File: config.mk
export PLATFORM = sky130hd
export DESIGN_NAME = tpw_timer
export DESIGN_NICKNAME = d
export VERILOG_FILES = /design/src/tpw_pkg.sv /design/src/tpw_hold.sv /design/src/tpw_timer.sv
export SDC_FILE = /design/constraint.sdc
export NUM_CORES = 1
export LEC_CHECK = 0
export ABC_AREA = 1
export BUFFER_PORTS_ARGS = -buffer_cell sky130_fd_sc_hd__buf_2
export CAP_MARGIN = 20
export CORE_MARGIN = 2
export CORE_UTILIZATION = 40
export CTS_BUF_LIST = sky130_fd_sc_hd__clkbuf_16
export DETAILED_ROUTE_END_ITERATION = 12
export SYNTH_ARGS = -nofsm -noshare
export SYNTH_HDL_FRONTEND = slang
export SYNTH_SLANG_ARGS = --single-unit
File: constraint.sdc
create_clock -name clk -period 2.9 [get_ports clk]
set_clock_uncertainty 0.1 [all_clocks]
set_input_delay 0.29 -clock clk [delete_from_list [all_inputs] [get_ports clk]]
set_output_delay 0.29 -clock clk [all_outputs]
set_load 0.1 [all_outputs]
File: src/tpw_pkg.sv
// shared constants and types of the phase correct pwm timer
`default_nettype none
package tpw_pkg;
	// register byte offsets
	localparam logic [7:0] TPW_OFF_CTRL_A = 8'h00;
	localparam logic [7:0] TPW_OFF_CTRL_B = 8'h04;
	localparam logic [7:0] TPW_OFF_COUNT  = 8'h08;
	localparam logic [7:0] TPW_OFF_CMP    = 8'h0c;
	localparam logic [7:0] TPW_OFF_FLAGS  = 8'h10;
	localparam logic [7:0] TPW_OFF_IRQEN  = 8'h14;
	localparam logic [7:0] TPW_OFF_ASYNC  = 8'h18;
	localparam logic [7:0] TPW_OFF_DIR    = 8'h1c;
	// field positions
	localparam int TPW_COM_POS  = 6;
	localparam int TPW_WGM_POS  = 0;
	localparam int TPW_CS_POS   = 0;
	localparam int TPW_OVF_POS  = 0;
	localparam int TPW_CMP_POS  = 1;
	localparam int TPW_CTLB_POS = 0;
	localparam int TPW_CMPB_POS = 1;
	localparam int TPW_CNTB_POS = 2;
	localparam int TPW_ASEL_POS = 5;
	localparam int TPW_XSEL_POS = 6;
	localparam int TPW_DIR_POS  = 0;
	// codes and limits
	localparam logic [1:0] TPW_WGM_PHASE  = 2'h1;
	localparam logic [1:0] TPW_COM_NONINV = 2'h2;
	localparam logic [1:0] TPW_COM_INV    = 2'h3;
	localparam logic [2:0] TPW_CS_STOP    = 3'h0;
	localparam logic [7:0] TPW_MAX        = 8'hff;
	localparam logic [7:0] TPW_BOTTOM     = 8'h00;
	localparam logic [1:0] TPW_XFER_EDGES = 2'h2;
	localparam logic [7:0] TPW_RST_BYTE   = 8'h00;

	typedef struct packed {
		logic [1:0] com;
		logic [1:0] wgm;
	} tpw_ctrl_t;

	typedef enum logic {
		TPW_UP   = 1'b0,
		TPW_DOWN = 1'b1
	} tpw_dir_t;

	// prescaler mask: tick when all masked bits of the count are set
	function automatic logic [9:0] tpw_div_mask(input logic [2:0] cs);
		case (cs)
			3'h2:    tpw_div_mask = 10'h007;
			3'h3:    tpw_div_mask = 10'h01f;
			3'h4:    tpw_div_mask = 10'h03f;
			3'h5:    tpw_div_mask = 10'h07f;
			3'h6:    tpw_div_mask = 10'h0ff;
			3'h7:    tpw_div_mask = 10'h3ff;
			default: tpw_div_mask = 10'h000;
		endcase
	endfunction
endpackage
`default_nettype wire

File: src/tpw_hold.sv
// temporary holding register with update busy flag
`timescale 1ns/100ps
`default_nettype none
module tpw_hold
	import tpw_pkg::*;
(
	input  wire logic       clk,
	input  wire logic       rst,
	input  wire logic       wrEn,
	input  wire logic [7:0] wrData,
	input  wire logic       asyncMode,
	input  wire logic       srcEdge,
	output logic            commit,
	output logic [7:0]      commitData,
	output logic            busy
);
	logic [7:0] temp_q, temp_d;
	logic       busy_q, busy_d;
	logic [1:0] edges_q, edges_d;
	logic       commit_q, commit_d;

	always_comb begin
		temp_d   = temp_q;
		busy_d   = busy_q;
		edges_d  = edges_q;
		commit_d = 1'b0;
		if (wrEn && !asyncMode) begin
			temp_d   = wrData;
			busy_d   = 1'b0;
			commit_d = 1'b1;
		end else if (wrEn && !busy_q) begin
			temp_d  = wrData;
			busy_d  = 1'b1;
			edges_d = 2'h0;
		end else if (busy_q && srcEdge) begin
			if (edges_q == TPW_XFER_EDGES - 2'h1) begin
				busy_d   = 1'b0;
				commit_d = 1'b1;
			end else begin
				edges_d = edges_q + 2'h1;
			end
		end
	end

	always_ff @(posedge clk or posedge rst) begin
		if (rst) begin
			temp_q   <= TPW_RST_BYTE;
			busy_q   <= 1'b0;
			edges_q  <= 2'h0;
			commit_q <= 1'b0;
		end else begin
			temp_q   <= temp_d;
			busy_q   <= busy_d;
			edges_q  <= edges_d;
			commit_q <= commit_d;
		end
	end

	assign commit     = commit_q;
	assign commitData = temp_q;
	assign busy       = busy_q;
endmodule // tpw_hold
`default_nettype wire

File: src/tpw_timer.sv
// 8-bit phase correct pwm timer with asynchronous clocking, apb slave
//
// Chosen here: the placing of the registers and the APB slave port.
`timescale 1ns/100ps
`default_nettype none
module tpw_timer
	import tpw_pkg::*;
(
	input  wire logic        clk,
	input  wire logic        rst,
	input  wire logic [7:0]  paddr,
	input  wire logic        psel,
	input  wire logic        penable,
	input  wire logic        pwrite,
	input  wire logic [31:0] pwdata,
	output logic [31:0]      prdata,
	output logic             pready,
	output logic             pslverr,
	input  wire logic        asyncClockInput,
	input  wire logic        crystalInputPin,
	input  wire logic        powerDown,
	output logic             compareOutputPin,
	output logic             compareOutputOe,
	output logic             oscEnable,
	output logic             timerWake
);
	////////////////////////////////////////////////////////////////////
	logic        oscMeta_q, oscSync_q, xtalMeta_q, xtalSync_q;
	logic        srcLevel_q, srcLevel, asyncEdge, srcTick;
	logic        asyncClockSelect_q, externalClockSelect_q;

	always_ff @(posedge clk or posedge rst) begin
		if (rst) begin
			oscMeta_q  <= 1'b0;
			oscSync_q  <= 1'b0;
			xtalMeta_q <= 1'b0;
			xtalSync_q <= 1'b0;
			srcLevel_q <= 1'b0;
		end else begin
			oscMeta_q  <= asyncClockInput;
			oscSync_q  <= oscMeta_q;
			xtalMeta_q <= crystalInputPin;
			xtalSync_q <= xtalMeta_q;
			srcLevel_q <= srcLevel;
		end
	end

	// switching source may fake one edge; software reloads after it
	assign srcLevel  = externalClockSelect_q ? xtalSync_q : oscSync_q;
	assign asyncEdge = srcLevel && !srcLevel_q && !powerDown;
	assign srcTick   = asyncClockSelect_q ? asyncEdge : 1'b1;
	assign oscEnable = asyncClockSelect_q && !powerDown;

	////////////////////////////////////////////////////////////////////
	logic        wrAccess, wrCtrlA, wrCtrlB, wrCount, wrCmp;
	logic        wrFlags, wrIrqEn, wrAsync, wrDir;
	logic [31:0] rdData_d, prdata_q;
	logic        mapped, pslverr_q;
	tpw_ctrl_t   controlRegA_q;
	logic [7:0]  counterValue_q, counterReadback_q, compareValue_q;
	logic [2:0]  clockSelect_q;
	logic        overflowFlag_q, compareMatchFlag_q;
	logic        overflowIrqEnable_q, compareIrqEnable_q, portDirOut_q;
	logic        counterUpdateBusy, compareUpdateBusy, controlUpdateBusy;

	assign wrAccess = psel && penable && pwrite && !pslverr_q;
	assign wrCtrlA  = wrAccess && paddr == TPW_OFF_CTRL_A;
	assign wrCtrlB  = wrAccess && paddr == TPW_OFF_CTRL_B;
	assign wrCount  = wrAccess && paddr == TPW_OFF_COUNT;
	assign wrCmp    = wrAccess && paddr == TPW_OFF_CMP;
	assign wrFlags  = wrAccess && paddr == TPW_OFF_FLAGS;
	assign wrIrqEn  = wrAccess && paddr == TPW_OFF_IRQEN;
	assign wrAsync  = wrAccess && paddr == TPW_OFF_ASYNC;
	assign wrDir    = wrAccess && paddr == TPW_OFF_DIR;

	always_comb begin
		rdData_d = 32'h0;
		mapped   = 1'b1;
		case (paddr)
			TPW_OFF_CTRL_A: begin
				rdData_d[TPW_COM_POS +: 2] = controlRegA_q.com;
				rdData_d[TPW_WGM_POS +: 2] = controlRegA_q.wgm;
			end
			TPW_OFF_CTRL_B: rdData_d[TPW_CS_POS +: 3] = clockSelect_q;
			TPW_OFF_COUNT: begin
				rdData_d[7:0] = asyncClockSelect_q ? counterReadback_q
					: counterValue_q;
			end
			TPW_OFF_CMP: rdData_d[7:0] = compareValue_q;
			TPW_OFF_FLAGS: begin
				rdData_d[TPW_OVF_POS] = overflowFlag_q;
				rdData_d[TPW_CMP_POS] = compareMatchFlag_q;
			end
			TPW_OFF_IRQEN: begin
				rdData_d[TPW_OVF_POS] = overflowIrqEnable_q;
				rdData_d[TPW_CMP_POS] = compareIrqEnable_q;
			end
			TPW_OFF_ASYNC: begin
				rdData_d[TPW_CTLB_POS] = controlUpdateBusy;
				rdData_d[TPW_CMPB_POS] = compareUpdateBusy;
				rdData_d[TPW_CNTB_POS] = counterUpdateBusy;
				rdData_d[TPW_ASEL_POS] = asyncClockSelect_q;
				rdData_d[TPW_XSEL_POS] = externalClockSelect_q;
			end
			TPW_OFF_DIR: rdData_d[TPW_DIR_POS] = portDirOut_q;
			default: mapped = 1'b0;
		endcase
	end

	// read data and error latched in the setup cycle
	always_ff @(posedge clk or posedge rst) begin
		if (rst) begin
			prdata_q  <= 32'h0;
			pslverr_q <= 1'b0;
		end else if (psel && !penable) begin
			prdata_q  <= rdData_d;
			pslverr_q <= !mapped;
		end
	end

	assign prdata  = prdata_q;
	assign pslverr = pslverr_q && psel && penable;
	assign pready  = 1'b1;

	////////////////////////////////////////////////////////////////////
	logic       ctrlCommit, cntCommit, cmpCommit;
	logic [7:0] ctrlData, cntData, cmpData;

	tpw_hold ctrlHold (
		.clk        (clk),
		.rst        (rst),
		.wrEn       (wrCtrlA),
		.wrData     (pwdata[7:0]),
		.asyncMode  (asyncClockSelect_q),
		.srcEdge    (asyncEdge),
		.commit     (ctrlCommit),
		.commitData (ctrlData),
		.busy       (controlUpdateBusy)
	);

	tpw_hold cntHold (
		.clk        (clk),
		.rst        (rst),
		.wrEn       (wrCount),
		.wrData     (pwdata[7:0]),
		.asyncMode  (asyncClockSelect_q),
		.srcEdge    (asyncEdge),
		.commit     (cntCommit),
		.commitData (cntData),
		.busy       (counterUpdateBusy)
	);

	tpw_hold cmpHold (
		.clk        (clk),
		.rst        (rst),
		.wrEn       (wrCmp),
		.wrData     (pwdata[7:0]),
		.asyncMode  (asyncClockSelect_q),
		.srcEdge    (asyncEdge),
		.commit     (cmpCommit),
		.commitData (cmpData),
		.busy       (compareUpdateBusy)
	);

	////////////////////////////////////////////////////////////////////
	logic      ovfSet, cmpSet, matchEn, cmpHit, phaseMode, timerTick;
	logic      ovfFlag_d, cmpFlag_d, wakePend_q, wakePend_d, timerWake_q;
	logic      timerWake_d, wave_q, wave_d;
	logic [9:0] preCnt_q, preCnt_d;
	logic [7:0] cnt_d, cmpActive_q, cmpActive_d, readback_d;
	tpw_dir_t  dir_q, dir_d, effDir;

	assign phaseMode = controlRegA_q.wgm == TPW_WGM_PHASE;
	assign timerTick = srcTick && clockSelect_q != TPW_CS_STOP
		&& (preCnt_q & tpw_div_mask(clockSelect_q))
		== tpw_div_mask(clockSelect_q);
	// counter or compare transfer in flight blocks the compare unit
	assign matchEn = !(asyncClockSelect_q
		&& (counterUpdateBusy || compareUpdateBusy));

	always_comb begin
		preCnt_d    = preCnt_q;
		cnt_d       = counterValue_q;
		dir_d       = dir_q;
		cmpActive_d = cmpActive_q;
		wave_d      = wave_q;
		ovfSet      = 1'b0;
		readback_d  = asyncEdge ? counterValue_q : counterReadback_q;
		if (!phaseMode)
			cmpActive_d = compareValue_q;
		if (srcTick && clockSelect_q != TPW_CS_STOP)
			preCnt_d = preCnt_q + 10'h1;
		if (timerTick && phaseMode) begin
			if (dir_q == TPW_UP) begin
				if (counterValue_q == TPW_MAX) begin
					cnt_d = TPW_MAX - 8'h1;
					dir_d = TPW_DOWN;
				end else begin
					cnt_d = counterValue_q + 8'h1;
				end
			end else begin
				if (counterValue_q == TPW_BOTTOM) begin
					cnt_d = TPW_BOTTOM + 8'h1;
					dir_d = TPW_UP;
				end else begin
					cnt_d = counterValue_q - 8'h1;
				end
			end
			ovfSet = cnt_d == TPW_BOTTOM;
			if (cnt_d == TPW_MAX)
				cmpActive_d = compareValue_q;
		end else if (timerTick) begin
			cnt_d  = counterValue_q + 8'h1;
			dir_d  = TPW_UP;
			ovfSet = counterValue_q == TPW_MAX;
		end
		// bottom and top count as turning points for the match action
		if (cnt_d == TPW_BOTTOM)
			effDir = TPW_UP;
		else if (cnt_d == TPW_MAX)
			effDir = TPW_DOWN;
		else
			effDir = dir_d;
		cmpHit = timerTick && matchEn && cnt_d == cmpActive_q;
		if (timerTick && phaseMode && controlRegA_q.com[1]) begin
			if (cmpActive_q == TPW_MAX) begin
				if (cnt_d == TPW_MAX && matchEn)
					wave_d = controlRegA_q.com == TPW_COM_NONINV;
			end else if (cmpHit) begin
				if (effDir == TPW_UP)
					wave_d = controlRegA_q.com == TPW_COM_INV;
				else
					wave_d = controlRegA_q.com == TPW_COM_NONINV;
			end
		end
		if (cntCommit)
			cnt_d = cntData;
	end

	assign cmpSet = cmpHit;

	always_comb begin
		ovfFlag_d = overflowFlag_q;
		cmpFlag_d = compareMatchFlag_q;
		if (wrFlags && pwdata[TPW_OVF_POS])
			ovfFlag_d = 1'b0;
		if (wrFlags && pwdata[TPW_CMP_POS])
			cmpFlag_d = 1'b0;
		if (ovfSet)
			ovfFlag_d = 1'b1;
		if (cmpSet)
			cmpFlag_d = 1'b1;
		wakePend_d  = wakePend_q;
		timerWake_d = 1'b0;
		if (wakePend_q && timerTick) begin
			timerWake_d = 1'b1;
			wakePend_d  = 1'b0;
		end
		if ((ovfSet && overflowIrqEnable_q) || (cmpSet && compareIrqEnable_q))
			wakePend_d = 1'b1;
	end

	always_ff @(posedge clk or posedge rst) begin
		if (rst) begin
			preCnt_q           <= 10'h000;
			counterValue_q     <= TPW_RST_BYTE;
			counterReadback_q  <= TPW_RST_BYTE;
			dir_q              <= TPW_UP;
			cmpActive_q        <= TPW_RST_BYTE;
			wave_q             <= 1'b0;
			overflowFlag_q     <= 1'b0;
			compareMatchFlag_q <= 1'b0;
			wakePend_q         <= 1'b0;
			timerWake_q        <= 1'b0;
		end else begin
			preCnt_q           <= preCnt_d;
			counterValue_q     <= cnt_d;
			counterReadback_q  <= readback_d;
			dir_q              <= dir_d;
			cmpActive_q        <= cmpActive_d;
			wave_q             <= wave_d;
			overflowFlag_q     <= ovfFlag_d;
			compareMatchFlag_q <= cmpFlag_d;
			wakePend_q         <= wakePend_d;
			timerWake_q        <= timerWake_d;
		end
	end

	// software registers; transferred ones load on their commit pulse
	always_ff @(posedge clk or posedge rst) begin
		if (rst) begin
			controlRegA_q         <= '0;
			compareValue_q        <= TPW_RST_BYTE;
			clockSelect_q         <= TPW_CS_STOP;
			overflowIrqEnable_q   <= 1'b0;
			compareIrqEnable_q    <= 1'b0;
			asyncClockSelect_q    <= 1'b0;
			externalClockSelect_q <= 1'b0;
			portDirOut_q          <= 1'b0;
		end else begin
			if (ctrlCommit) begin
				controlRegA_q.com <= ctrlData[TPW_COM_POS +: 2];
				controlRegA_q.wgm <= ctrlData[TPW_WGM_POS +: 2];
			end
			if (cmpCommit)
				compareValue_q <= cmpData;
			if (wrCtrlB)
				clockSelect_q <= pwdata[TPW_CS_POS +: 3];
			if (wrIrqEn) begin
				overflowIrqEnable_q <= pwdata[TPW_OVF_POS];
				compareIrqEnable_q  <= pwdata[TPW_CMP_POS];
			end
			if (wrAsync) begin
				asyncClockSelect_q    <= pwdata[TPW_ASEL_POS];
				externalClockSelect_q <= pwdata[TPW_XSEL_POS];
			end
			if (wrDir)
				portDirOut_q <= pwdata[TPW_DIR_POS];
		end
	end

	assign compareOutputPin = wave_q && controlRegA_q.com[1];
	assign compareOutputOe  = portDirOut_q;
	assign timerWake        = timerWake_q;
endmodule // tpw_timer
`default_nettype wire

==> flow_summary_export.csv <==
group,metric,value,unit
timing,period_share,91.3,%
layout,diodes,0,
route,vias_per_cell,4.94,
timing,setup_violations,0,
layout,seqCellArea,2650,µm²
clock_network,numCtsBuffers,9,
synth,synthSimpleGateAreaFrac,28.8,%
setup_path,cp_common_cell,"nand2_1",
clock_network,clkLatencyLatePin,0.36,ns
route,dr_total_vias,4924,
placed_design,placed_cell_area,6340,µm²
placed_design,hpwl,10900,µm
setup_path,cp-start-kind,"flop",
status,violations,"hold timing",
route,first_pass_iters,5,
timing,hold_viol_final,7,
grt,gr-total-overflow,0,
synth,synth.ff_latch_count,106,
route,wl_per_cell,14.5,µm
layout,multiInputGateArea,2800,µm²
setup_path,rr_startpoint,"counterValue_q[1]",
status,status,"complete, but fails checks",
grt,grt_start_max_net_pins,107,
synth,yosys_warnings,0,
synth,syn_avg_cell_area,7.86,µm²
route,drc,0,
timing,fmax,0.378,GHz
synth,netlist_area,5990,µm²
setup_path,crit_chain,"inv_2, ha_2, nand2_1, nor2_1, nor2_1, o21ai_0, nand3_1, nand2_1, nand3_1, nand2_1, nand2_1, nor2_2, nand4_2, a21oi_2, nand2_1, nand2_1, inv_1",
synth,yosysSeqAreaShare,44.3,%
synth,muxShareOfSynthArea,1.13,%
layout,fillCellCount,1472,
grt,gr-usage-all-layers,19.1,%
placed_design,io_buffer_count,36,
pwr,worst_ir_drop_vdd,0.000431,V
timing,slew_violations,0,
floorplan,die_h,126,µm
synth,synthFlopType,"dfrtp_1",
layout,area_delta_synth_final,11.3,%
setup_path,cp_data_required_time,3.05,ns
grt,antenna_found_initial,0,
setup_path,critPathSlowestCell,"dfrtp_1",
clock_network,cts_tree,"built",
setup_path,end_kind,"flop",
synth,synth_top_family_by_area,"simple AND/OR/NAND/NOR gates",
synth,synth-edff-count,0,
timing,max_slew_margin,62.3,%
layout,nNetsFinal,862,
grt,grt_pass1_vias,4642,
layout,drive_above_1_share,15.0,%
timing,rsz0062_at_grt,"false",
synth,ys_types,50,
route,drtAntennaViolNets,0,
floorplan,core,14600,µm²
floorplan,initial_core_util,41.1,%
synth,synth_fa_ha_area_share,1.25,%
pwr,p_leak,3.19,nW
synth,synth_cells,762,
timing,period_needed,2.65,ns
timing,fin_setup_tns,0,ns
clock_network,clock-sinks,106,
synth,synthXorXnorAreaFrac,1.75,%
setup_path,cp.arrival,2.80,ns
route,finalWirelength,14400,µm
clock_network,clk_pin_slew_worst_paths,0.07,ns
timing,worst_pin_slew,0.565,ns
layout,design_area,6670,µm²
clock_network,clockBufferDepth,2,
setup_path,criticalPathCategory,"reg -> reg",
setup_path,critPathMaxStageDelay,0.45,ns
floorplan,die_x,126,µm
layout,final_cell_mix,"nand2_1 (189), dfrtp_1 (106), inv_1 (85)",
floorplan,die_area,16000,µm²
synth,async_reset_ff_share,100,%
setup_path,worstRegToRegCells,17,
floorplan,pin_count,86,
pwr,pwr_density_cell,685,nW/µm²
route,drt_first_iter_violations,339,
synth,synth_compound_area_share,12.1,%
clock_network,cts-root-buf,"clkbuf_16",
setup_path,r2r_slack,0.25,ns
job,cap_violations,0,
min_path,hp-class,"in -> async",
grt,grt_pass1_wl,24200,µm
timing,holdWs,-0.0283,ns
setup_path,crit_fanout,4,
clock_network,htree_levels,3,
setup_path,r2r_end,"wave_q",
floorplan,floorplan.rows,44,
placed_design,gp_congestion,0.889,
layout,final_common_cell,"nand2_1",
critical path: cells and delay by family (launching register included):
| kind | cells | cell delay [ns] |
|---|---|---|
| compound gates | 2 | 0.43 |
| fa+ha+maj | 1 | 0.22 |
| buf+inv | 2 | 0.16 |
| flops | 1 | 0.45 |
| simple gates | 12 | 1.20 |
power by group:
| group | internal, W | total (W) | switching [W] |
|---|---|---|---|
| Clock | 0.000678 | 0.00126 | 0.000581 |
| Sequential | 0.00164 | 0.00183 | 0.000187 |
| Combinational | 0.000437 | 0.00147 | 0.00104 |
what timing repair did:
item,CTS,global route
endpoints found under the setup margin,0,1
buffers inserted,0,0
gates resized for setup,0,3
hold buffers,2,0
hold endpoints to repair,2,0
routing by layer:
layer	routed length, µm	up-vias	global-route usage (%)
met5	0	-	0
met4	257	0	6.27
met3	424	18	3.80
met2	6610	94	29.0
met1	7120	2285	27.6
li1	-	2527	-
sequential cells by signal, summed over array words and instances (netlist names), 2 cells and up:
register and count:
cmpActive_q 8, cmpHold.commitData 8, compareValue_q 8, ctrlHold.commitData 4, ctrlHold.edges_q 2, cntHold.edges_q 2
cntHold.commitData 8, counterValue_q 8, cmpHold.edges_q 2, clockSelect_q 3, preCnt_q 10, prdata 8
controlRegA_q 4, counterReadback_q 8
final cells by class:
cell class / instances / area share, %
Sequential cell: 106 / 39.8
Inverter: 95 / 5.43
Tap cell: 184 / 3.45
Timing Repair Buffer: 53 / 4.88
Multi-Input combinational cell: 543 / 42.0
Clock buffer: 9 / 3.38
Clock inverter: 6 / 1.09
how the worst max path moves through the flow:
stage	start	end	slack [ns]	cells past startpoint
6_report	counterValue_q[1]	wave_q	0.25	17
5_1_grt	clockSelect_q[1]	wave_q	0.008	18
4_1_cts	counterValue_q[1]	wave_q	0.23	17
3_5_place_dp	counterValue_q[1]	wave_q	0.24	17
3_3_place_gp	counterValue_q[1]	wave_q	0.25	17
2_1_floorplan	asyncClockSelect_q	oscEnable	0.53	3
cell families after synthesis:
| logic type | Yosys count |
|---|---|
| XOR/XNOR | 12 |
| AO/OA/AOI/OAI | 123 |
| adder cells (fa/ha/maj) | 6 |
| other | 2 |
| flip-flops | 106 |
| multiplexers | 6 |
| buffers and inverters | 136 |
| AND/OR/NAND/NOR | 371 |
Yosys cell counts, drive strengths merged (4+ instances only):
| cell type | count | share of area (%) |
|---|---|---|
| o21ai | 86 | 7.2 |
| nand4 | 13 | 1.7 |
| ha | 6 | 1.3 |
| a31oi | 8 | 0.84 |
| nor2 | 73 | 5.5 |
| buf | 31 | 4.0 |
| a21oi | 10 | 1.1 |
| inv | 94 | 5.9 |
| nand3 | 59 | 5.6 |
| xor2 | 6 | 0.88 |
| mux2 | 6 | 1.1 |
| nor3 | 11 | 1.2 |
| clkbuf | 10 | 0.63 |
| dfrtp | 106 | 44 |
| nand3b | 4 | 0.50 |
| nand2 | 206 | 14 |
| a221oi | 6 | 0.88 |
| o31ai | 4 | 0.50 |
| xnor2 | 6 | 0.88 |
through the flow:
stage / total power, W / util (%) / std cells / worst slack (ns)
CTS: 0.00458 / 45.6 / 996 / 0.227
detailed placement: 0.00331 / 43.5 / 979 / 0.243
global placement: 0.00330 / 43.5 / 979 / 0.249
finish: 0.00456 / 45.7 / 996 / 0.253
global route: 0.00488 / 45.7 / 996 / 0.00825
floorplan: 0.00295 / - / 785 / 0.527
Power figures use the tool's default switching activity.
